File: config.mk
export PLATFORM = sky130hd
export DESIGN_NAME = fidp_host
export DESIGN_NICKNAME = d
export VERILOG_FILES = /design/src/rtl/fidp_pkg.sv /design/src/rtl/fidp_host.sv
export SDC_FILE = /design/constraint.sdc
export NUM_CORES = 1
export LEC_CHECK = 0
export ABC_CLOCK_PERIOD_IN_PS = 4050
export CORE_MARGIN = 4
export CORE_UTILIZATION = 55
export CTS_CLUSTER_SIZE = 40
export DETAILED_ROUTE_END_ITERATION = 16
export DONT_BUFFER_PORTS = 1
export PLACE_DENSITY = 0.75
export SLEW_MARGIN = 20
export SYNTH_ARGS = -nofsm -noshare
export SYNTH_HDL_FRONTEND = slang
export SYNTH_SLANG_ARGS = --single-unit
File: constraint.sdc
create_clock -name ref_clk -period 4.05 [get_ports ref_clk]
set_input_delay 0.405 -clock ref_clk [delete_from_list [all_inputs] [get_ports ref_clk]]
set_output_delay 0.405 -clock ref_clk [all_outputs]
set_load 0.03 [all_outputs]
File: src/rtl/fidp_pkg.sv
// package: constants for the flash command-side host controller
package fidp_pkg;
	localparam int CLK_MHZ = 200;
	localparam logic [14:0] UNLOCK_ADDR_A = 15'h5555;
	localparam logic [14:0] UNLOCK_ADDR_B = 15'h2AAA;
	localparam logic [7:0] UNLOCK_DATA_A = 8'hAA;
	localparam logic [7:0] UNLOCK_DATA_B = 8'h55;
	localparam logic [7:0] CMD_RESET = 8'hF0;
	localparam logic [7:0] CMD_ID = 8'h90;
	localparam logic [7:0] CMD_PROGRAM = 8'hA0;
	localparam logic [7:0] CMD_CLEAR_STATUS = 8'h50;
	localparam logic [7:0] CMD_READ_STATUS = 8'h70;
	localparam int DONE_FLAG_POS = 7;
	localparam int PROGRAM_FAIL_POS = 4;
	localparam logic [3:0] SECTOR_BOTTOM = 4'h0;
	localparam logic [3:0] SECTOR_TOP = 4'hF;
	localparam int PAGE_BYTES = 128;
	localparam int PAGE_WORDS = 64;
	// bus cycle timing (ns and us) and derived cycle counts
	localparam int T_STROBE_LOW_NS = 60;
	localparam int T_STROBE_HIGH_NS = 40;
	localparam int T_READ_NS = 120;
	localparam int T_LOAD_GAP_US = 30;
	localparam int T_CLOSE_US = 100;
	localparam int STROBE_LOW_CYC = (T_STROBE_LOW_NS * CLK_MHZ + 999) / 1000;
	localparam int STROBE_HIGH_CYC = (T_STROBE_HIGH_NS * CLK_MHZ + 999) / 1000;
	localparam int READ_CYC = (T_READ_NS * CLK_MHZ + 999) / 1000;
	localparam int LOAD_GAP_CYC = T_LOAD_GAP_US * CLK_MHZ;
	localparam int CLOSE_CYC = T_CLOSE_US * CLK_MHZ;
	localparam int CNT_W = 16;
	typedef enum logic [3:0] {
		FIDP_IDLE = 4'h0,
		FIDP_LOW = 4'h1,
		FIDP_HIGH = 4'h3,
		FIDP_READ = 4'h2,
		FIDP_GAP = 4'h6,
		FIDP_CLOSE = 4'h7,
		FIDP_POLL = 4'h5,
		FIDP_DONE = 4'h4
	} fidp_state_type;
	typedef enum logic [2:0] {
		FIDP_OP_READ = 3'h0,
		FIDP_OP_RESET = 3'h1,
		FIDP_OP_ID = 3'h2,
		FIDP_OP_PROGRAM = 3'h3,
		FIDP_OP_CLEAR = 3'h4,
		FIDP_OP_STATUS = 3'h5
	} fidp_op_type;
endpackage : fidp_pkg

File: src/rtl/fidp_host.sv
// host controller that drives the parallel flash command interface
`timescale 1ns/100ps
// What this block does
// - identification command then reading offsets 0 and 1 gives maker/part codes.
// - leave identification mode only by writing the reset sequence.
// - page program always begins with two unlocks then A0H.
// - each load is a write strobe pulse with select low, output strobe high.
// - page of 128 bytes or 64 words; page bits fixed across loads; here bits 19:6 fix the page, so byte mode gets 64 bytes.
// - next load falls within 30us of the previous rising edge; left to the user, not timed here.
// - host user should erase the page sector first; not enforced here.
// - program refused while program fail bit set; clear status first.
module fidp_host
	import fidp_pkg::*;
(
	input wire logic ref_clk,
	input wire logic nrst,
	input wire logic cmd_valid,
	input wire fidp_op_type cmd_op,
	input wire logic [19:0] cmd_addr,
	input wire logic [15:0] cmd_value,
	input wire logic cmd_word_mode,
	input wire logic cmd_last,
	output logic cmd_ready,
	output logic rsp_valid,
	output logic [15:0] rsp_data,
	output logic rsp_refused,
	output logic [19:0] flash_addr,
	output logic flash_byte_n,
	output logic chip_select_a_n,
	output logic chip_select_b_n,
	output logic flash_oe_n,
	output logic flash_we_n,
	output logic [15:0] flash_dq_out,
	output logic flash_dq_oe_n,
	input wire logic [15:0] flash_dq_in
);
	fidp_state_type state_reg, state_next;
	logic [CNT_W-1:0] cnt_reg;
	logic [2:0] step_reg;
	logic [2:0] nsteps_reg;
	logic in_page_reg;
	logic busy_reg;
	logic fail_reg;
	logic [13:0] page_reg;
	logic [15:0] dq_s1_reg, dq_s2_reg, dq_s3_reg;
	fidp_op_type op_reg;
	logic [19:0] addr_reg;
	logic [15:0] val_reg;
	logic cmd_last_reg;
	logic word_reg;
	logic [15:0] dq_stable_reg;

	// pin data counts only once the last two synchroniser stages agree
	wire dq_settled = dq_s2_reg == dq_s3_reg;
	wire go = cmd_valid && cmd_ready;
	// program refused while fail latched; during run only status is accepted
	wire refuse = (cmd_op == FIDP_OP_PROGRAM && fail_reg) ||
		(busy_reg && cmd_op != FIDP_OP_STATUS) ||
		(in_page_reg && cmd_op != FIDP_OP_PROGRAM);
	wire is_read = (cmd_op == FIDP_OP_READ) && !in_page_reg;
	// unlock sequence prefix for every op except read; program loads after prefix skip it
	wire prefix_needed = !(op_reg == FIDP_OP_READ) && !(op_reg == FIDP_OP_PROGRAM && in_page_reg);

	function automatic logic [7:0] cmd_code(input fidp_op_type op);
		case (op)
			FIDP_OP_RESET: cmd_code = CMD_RESET;
			FIDP_OP_ID: cmd_code = CMD_ID;
			FIDP_OP_PROGRAM: cmd_code = CMD_PROGRAM;
			FIDP_OP_CLEAR: cmd_code = CMD_CLEAR_STATUS;
			FIDP_OP_STATUS: cmd_code = CMD_READ_STATUS;
			default: cmd_code = CMD_RESET;
		endcase
	endfunction : cmd_code

	// step 0..2 are the unlock prefix; step 3 is the data load of a program
	wire [19:0] step_addr = (step_reg == 3'd1) ? {5'h00, UNLOCK_ADDR_B} :
		(step_reg == 3'd3 || !prefix_needed) ? addr_reg : {5'h00, UNLOCK_ADDR_A};
	wire [15:0] step_data = (step_reg == 3'd0) ? {8'h00, UNLOCK_DATA_A} :
		(step_reg == 3'd1) ? {8'h00, UNLOCK_DATA_B} :
		(step_reg == 3'd2) ? {8'h00, cmd_code(op_reg)} :
		(word_reg ? val_reg : {8'h00, val_reg[7:0]});
	wire more_steps = (step_reg + 3'd1) < nsteps_reg;

	always_comb begin
		state_next = state_reg;
		case (state_reg)
			FIDP_IDLE: if (go && !refuse) state_next = is_read ? FIDP_READ : FIDP_LOW;
			FIDP_LOW: if (cnt_reg == '0) state_next = FIDP_HIGH;
			FIDP_HIGH: begin
				if (cnt_reg == '0) begin
					if (more_steps) state_next = FIDP_LOW;
					else if (op_reg == FIDP_OP_PROGRAM) state_next = cmd_last_reg ? FIDP_CLOSE : FIDP_GAP;
					else if (op_reg == FIDP_OP_STATUS) state_next = FIDP_READ;
					else state_next = FIDP_DONE;
				end
			end
			FIDP_READ: if (cnt_reg == '0) state_next = busy_reg ? FIDP_POLL : FIDP_DONE;
			// a load is answered at once so the user can keep the next one inside the gap
			FIDP_GAP: state_next = FIDP_DONE;
			// after the silent window the device shows status without any command
			FIDP_CLOSE: if (cnt_reg == '0) state_next = FIDP_READ;
			FIDP_POLL: state_next = dq_stable_reg[DONE_FLAG_POS] ? FIDP_DONE : FIDP_READ;
			FIDP_DONE: state_next = FIDP_IDLE;
			default: state_next = FIDP_IDLE;
		endcase
	end

	wire [CNT_W-1:0] cnt_load = (state_next == FIDP_LOW) ? CNT_W'(STROBE_LOW_CYC) :
		(state_next == FIDP_HIGH) ? CNT_W'(STROBE_HIGH_CYC) :
		(state_next == FIDP_READ) ? CNT_W'(READ_CYC) :
		(state_next == FIDP_CLOSE) ? CNT_W'(CLOSE_CYC) : '0;
	wire load_cnt = state_next != state_reg || state_next == FIDP_LOW && state_reg == FIDP_HIGH;
	// the strobe falls one cycle after select so the address has set up first
	wire drive_we = state_reg == FIDP_LOW && cnt_reg != CNT_W'(STROBE_LOW_CYC);
	wire drive_sel = state_reg == FIDP_LOW || state_reg == FIDP_HIGH || state_reg == FIDP_READ;
	wire last_load_done = state_reg == FIDP_HIGH && cnt_reg == '0 && !more_steps && op_reg == FIDP_OP_PROGRAM;

	always_ff @(posedge ref_clk) begin
		if (!nrst) begin
			state_reg <= FIDP_IDLE;
			cnt_reg <= '0;
			step_reg <= '0;
			nsteps_reg <= '0;
			op_reg <= FIDP_OP_READ;
			addr_reg <= '0;
			val_reg <= '0;
			in_page_reg <= 1'b0;
			busy_reg <= 1'b0;
			fail_reg <= 1'b0;
			page_reg <= '0;
			cmd_ready <= 1'b0;
			rsp_valid <= 1'b0;
			rsp_data <= '0;
			rsp_refused <= 1'b0;
			dq_s1_reg <= '0;
			dq_s2_reg <= '0;
			dq_s3_reg <= '0;
			dq_stable_reg <= '0;
			word_reg <= 1'b0;
		end else begin
			dq_s1_reg <= flash_dq_in;
			dq_s2_reg <= dq_s1_reg;
			dq_s3_reg <= dq_s2_reg;
			if (dq_settled) begin
				dq_stable_reg <= dq_s3_reg;
			end
			state_reg <= state_next;
			cnt_reg <= load_cnt ? cnt_load : (cnt_reg == '0 ? cnt_reg : cnt_reg - 1'b1);
			cmd_ready <= state_next == FIDP_IDLE;
			rsp_valid <= state_reg == FIDP_DONE || (go && refuse);
			rsp_refused <= go && refuse;
			if (go && !refuse) begin
				op_reg <= cmd_op;
				addr_reg <= cmd_addr;
				val_reg <= cmd_value;
				step_reg <= (cmd_op == FIDP_OP_PROGRAM && in_page_reg) ? 3'd3 : 3'd0;
				nsteps_reg <= (cmd_op == FIDP_OP_PROGRAM) ? 3'd4 : (cmd_op == FIDP_OP_READ) ? 3'd1 : 3'd3;
				// the page is taken as erased; erasing its sector first is left to the user
				if (cmd_op == FIDP_OP_PROGRAM && !in_page_reg) page_reg <= cmd_addr[19:6];
				// width is latched once per page so later loads cannot switch it midway
				if (!(cmd_op == FIDP_OP_PROGRAM && in_page_reg)) word_reg <= cmd_word_mode;
				if (cmd_op == FIDP_OP_CLEAR) fail_reg <= 1'b0;
			end else if (state_reg == FIDP_HIGH && cnt_reg == '0 && more_steps) begin
				step_reg <= step_reg + 3'd1;
			end
			// a program load opens the page; the last load flagged by the user closes it
			if (last_load_done) begin
				in_page_reg <= !cmd_last_reg;
				busy_reg <= cmd_last_reg;
			end
			if (state_reg == FIDP_POLL && dq_stable_reg[DONE_FLAG_POS]) begin
				busy_reg <= 1'b0;
				if (dq_stable_reg[PROGRAM_FAIL_POS]) fail_reg <= 1'b1;
			end
			if (state_reg == FIDP_READ && cnt_reg == '0) rsp_data <= dq_stable_reg;
		end
	end

	always_ff @(posedge ref_clk) begin
		if (!nrst) cmd_last_reg <= 1'b0;
		else if (go && !refuse) cmd_last_reg <= cmd_last;
	end

	always_ff @(posedge ref_clk) begin
		if (!nrst) begin
			flash_addr <= '0;
			flash_byte_n <= 1'b0;
			chip_select_a_n <= 1'b1;
			chip_select_b_n <= 1'b1;
			flash_oe_n <= 1'b1;
			flash_we_n <= 1'b1;
			flash_dq_out <= '0;
			flash_dq_oe_n <= 1'b1;
		end else begin
			// address and data stay put around the whole strobe pulse
			flash_addr <= (op_reg == FIDP_OP_PROGRAM && step_reg == 3'd3) ? {page_reg, addr_reg[5:0]} : step_addr;
			flash_byte_n <= word_reg;
			chip_select_a_n <= !drive_sel;
			chip_select_b_n <= !drive_sel;
			flash_oe_n <= !(state_reg == FIDP_READ);
			flash_we_n <= !drive_we;
			flash_dq_out <= step_data;
			flash_dq_oe_n <= !(state_reg == FIDP_LOW || state_reg == FIDP_HIGH);
		end
	end
endmodule : fidp_host

; After elaboration in Yosys (flattened, before gate mapping)
; Index checks and enable logic that the tools add are counted.
[word_totals]
ff_bits = 208
in_bits = 60
out_inout_bits = 61
wordCells = 147
[op_classes]
n_addsub = 2
order_cmp = 1
n_eq_ne = 26
mux = 35
bitwise = 3
reduce_logical = 50
[op_table]
columns = operator, n
row1 = $mux 15, 4
row2 = $mux 20, 3
row3 = $mux 16, 2
row4 = $pmux 8 s4, 1
row5 = $pmux 4 s7, 1
row6 = $mux 8, 3
row7 = $mux 3, 7
row8 = $eq 4x3->1 const B, 5
row9 = $logic_and 1x1->1, 20
row10 = $mux 4, 5
row11 = $eq 16x16->1, 1
row12 = $eq 4x2->1 const B, 4
row13 = $logic_not 16->1, 1
row14 = $ne 16x4->1 const B, 1
row15 = $sub 16x1->16 const B, 1
row16 = $eq 3x2->1 const B, 5
row17 = $logic_not 1->1, 11
row18 = $eq 3x3->1 const B, 3
row19 = $logic_not 3->1, 3
row20 = $eq 4x1->1 const B, 2
row21 = $logic_not 4->1, 2
row22 = $logic_or 1x1->1, 7
row23 = $mux 1, 6
row24 = $mux 2, 3
row25 = 12 further kinds, 16

; Logic depth before layout (Yosys ltp)
[logic_depth]
word_depth = 14
depth_mapped = 13
ltp_nobuf = 11

; Worst setup path after synthesis
; No wires, ideal clock.
[synth_timing]
path_kind = reg-to-reg
start = register step_reg[0]
end = register cnt_reg[11]
setup_ns = 0.073
arrival_time_ns = 2.728
required_time_ns = 3.977
setup_slack_ns = 1.249
path_stages_with_launch = 14
n_path_buf = 2
period_less_slack_ns = 2.801
path_cell_list = dfxtp_1 ha_1 ha_1 inv_1 ha_1 nand2_1 o21ai_0 nor4b_4 nand3_1 and3b_1 buf_6 o2111ai_4 buf_6 mux2i_1
[synth_via]
elab_chain_len = 11
word_cells_on_any_way = 18
cone_classes = add/sub: 1 / order compare: 1 / eq/ne: 6 / mux: 8 / reduce/logical: 2
[synth_lines]
columns = item, line
row1 = from (decl), fidp_host.sv:39  ; logic [2:0] step_reg;
row2 = from (signal assigned), fidp_host.sv:156  ; step_reg <= (cmd_op == FIDP_OP_PROGRAM && in_page_reg) ? 3'd3 : 3'd0;
row3 = from (signal assigned), fidp_host.sv:164  ; step_reg <= step_reg + 3'd1;
row4 = $add 3x1->3 (*), fidp_host.sv:82  ; wire more_steps = (step_reg + 3'd1) < nsteps_reg;
row5 = $lt 3x3->1 (*), fidp_host.sv:82
row6 = $mux 3 (*), fidp_host.sv:91  ; if (more_steps) state_next = FIDP_LOW;
row7 = $mux 4 (*), fidp_host.sv:90  ; if (cnt_reg == '0) begin
row8 = $pmux 4 s7 (*), fidp_host.sv:86  ; case (state_reg)
row9 = $eq 4x3->1, fidp_host.sv:111  ; (state_next == FIDP_CLOSE) ? CNT_W'(CLOSE_CYC) : '0;
row10 = $mux 15, fidp_host.sv:111
row11 = $mux 15, fidp_host.sv:110  ; (state_next == FIDP_READ) ? CNT_W'(READ_CYC) :
row12 = $mux 15, fidp_host.sv:109  ; (state_next == FIDP_HIGH) ? CNT_W'(STROBE_HIGH_CYC) :
row13 = $mux 15, fidp_host.sv:108  ; wire [CNT_W-1:0] cnt_load = (state_next == FIDP_LOW) ? CNT_W'(STROBE_LOW_CYC) :
row14 = $mux 16, fidp_host.sv:148  ; cnt_reg <= load_cnt ? cnt_load : (cnt_reg == '0 ? cnt_reg : cnt_reg - 1'b1);
row15 = to (signal assigned), fidp_host.sv:148
row16 = to (decl), fidp_host.sv:38  ; logic [CNT_W-1:0] cnt_reg;
; Every way passes the cells marked *; elsewhere a longest branch is shown, timed or not.
; A chain may end at the register's enable or synchronous reset.

; Worst setup path after layout
[layout_timing]
start = register step_reg[2]
end = register cnt_reg[5]
; The elaborated chain is that of the path after synthesis.

==> flow_summary.ini <==
[outcome]
status = finished clean

[critical_path]
crit_path_start_kind = flop
reg2reg_setup_slack_ns = 0.81
ff2ff_path_depth = 11
crit_required_ns = 4.45
end_kind = flop
critPathKind = reg2reg
r2r_end = cnt_reg[5]
timing.rr.start = step_reg[2]
worstPathMaxFanout = 16
crit_arrival_ns = 3.64

[finish]
syn_to_final_growth_pct = 9.03
layout_common_cells = 208 x dfxtp_1, 159 x nand2_1, 83 x a21oi_1, 71 x nor2_1, 64 x and2_1
drive_gt1_frac = 0.0634
final_common_cell = dfxtp_1
nets = 910
antennaDiodeCount = 0

[clocking]
numCtsBuffers = 21
root_buffer = clkbuf_16
cts_tree = yes
post_cts_buffers = 0
clk_transition_reported_paths_ns = 0.06
clock_path_buffers = 3
insertion_delay_ns = 0.47
cts-resized-gates = 0
cts.sinks = 208
htree_levels = 1
holdBufCountCts = 0

[sta]
layout_min_cycle_time_ns = 3.24
worst_pin_slew_ns = 1.05
setup_viol = 0
slew_violations = 0
fin_crit_sh = 0.800
rsz0062_at_grt = false
max_slew_margin = 0.297
fmax_mhz = 309
finalHoldViolations = 0
setup_tns_ns = 0
finClkSkew_ns = 0.00837
finalWorstSetupSlack_ns = 0.812

[floorplanning]
dieWidth_um = 127
core_area_mm2 = 0.0139
die-height_um = 127
die_area_mm2 = 0.0162
row_count = 43
start_util = 0.563
io_pins = 121

[yosys]
async_flop_share = 0
yosysWarnings = 0
synth_top_cell_by_area = dfxtp_1
ys_seq_area_frac = 0.531
synth_area_leaders = dfxtp_1 53%, nand2_1 7.6%, a21oi_1 5.3%, and2_1 5.1%, mux2i_1 5.0%
synth.distinct_cells = 60
synth_edf_count = 0
syn-num-nets = 928
synthCells = 859
ys_seq_elements = 208
synth_area_mm2 = 0.00784
synth-main-ff-cell = dfxtp_1
syn_avg_cell_area_um2 = 9.13
yosys.area.top_type_share = 0.531

[detailed_routing]
ant_nets = 0
drt_wl_total_um = 16800
viasPerCell = 5.48
drc = 0
drtIter0Drc = 396
routedWlPerCell_um = 16.3
vias = 5652
first_pass_iters = 4

[global_route]
grt_usage = 0.203
overflow = 0
grt_max_degree = 80
grt_pass1_vias = 5398
grt_pass1_wl_um = 27100
antenna_found_initial = 0

[power_and_ir_drop]
p_leak_nw = 3.14
power.density_mw_per_mm2 = 648
ir_drop_v = 0.000327

[min_path]
min_path_cells = 1
hold_end = dq_s1_reg[4]
min-delay-path-class = in2reg
hold_path_startpoint = flash_dq_in[4]

[placement]
gp_congestion = 0.888
place_hpwl_um = 11400
port_buffers = 0
dpl_worst_slack_ns = 0.843

[flow_run]
drv_cap = 0
==> per-layer routing <==
metal  global-route usage  routed length (µm)  vias up
li1                     -                   -     2838
met1                0.280                7640     2616
met2                0.322                7700      166
met3               0.0435                1140       32
met4               0.0555                 337        0
met5                    0                   0        -
==> stage by stage <==
step / power (mW) / hold slack, ns / cell area [µm²] / cells / utilization
after floorplan: 3.52 / 0.412 / 7840 / 859 / -
after global placement: 3.73 / 0.418 / 7910 / 998 / 0.567
after detailed placement: 3.75 / 0.418 / 7910 / 998 / 0.567
after CTS: 5.57 / 0.0413 / 8550 / 1032 / 0.614
after global routing: 5.84 / 0.0374 / 8550 / 1032 / 0.614
final: 5.54 / 0.0537 / 8550 / 1032 / 0.614
==> critical path, cell delays in order, from the launching register on <==
cell	delay, ns
dfxtp_1	0.37
clkinv_1	0.18
ha_1	0.33
inv_1	0.05
ha_1	0.29
nand2_1	0.05
o21ai_0	0.30
nor4b_4	0.30
nand3_1	0.16
and3b_1	0.33
o2111ai_4	0.57
mux2i_1	0.25
==> worst max path at each step <==
stage                           start           to  cells after the start
after CTS                 step_reg[2]   cnt_reg[5]                     11
after global routing      step_reg[2]  cnt_reg[14]                     11
after detailed placement  step_reg[2]   cnt_reg[5]                     11
after floorplan           step_reg[0]  cnt_reg[11]                     13
after global placement     cnt_reg[4]   cnt_reg[4]                      7
final                     step_reg[2]   cnt_reg[5]                     11
==> power by group <==
part           switching (mW)  internal, mW  total [mW]
clock network           0.723          1.08        1.81
registers               0.184          2.21        2.39
logic                   0.800         0.538        1.34
total                    1.71          3.83        5.54
==> layout make-up <==
type	count	area, µm²
Tap cell	180	225
Clock buffer	30	599
Clock inverter	4	45.0
Sequential cell	208	4160
Timing Repair Buffer	7	52.6
Fill cell	1175	5390
Multi-Input combinational cell	592	3420
Inverter	11	42.5
==> cells in the mapped netlist, drive strengths merged, types with 2 or more instances <==
library cell	number
xor2	8
nand4b	2
o31ai	3
dfxtp	208
clkinv	2
and3b	2
o2111ai	2
o21a	5
clkbuf	40
inv	9
mux2i	39
a21oi	83
a22oi	5
nand2b	3
nor3	16
nor4	11
nand2	160
nand3b	3
a31o	2
nand3	9
nand4	10
ha	9
nor2	72
or3	4
nor3b	2
or4	2
buf	8
o21ai	18
and2	64
a31oi	4
or2	3
o211ai	7
xnor2	24
nor4b	5
nor2b	3
==> logic make-up (layout without fill, tap and decap cells) <==
group                    after synthesis  in the layout  synth area share
XOR/XNOR                              32             32            0.0357
buffers and inverters                 59             52            0.0353
AO/OA/AOI/OAI                        137            137             0.103
AND/OR/NAND/NOR                      374            374             0.230
multiplexers                          39             39            0.0498
flip-flops                           208            208             0.531
adder cells (fa/ha/maj)                9              9            0.0144
other                                  1              1          0.000478
Power figures use the tool's default switching activity.
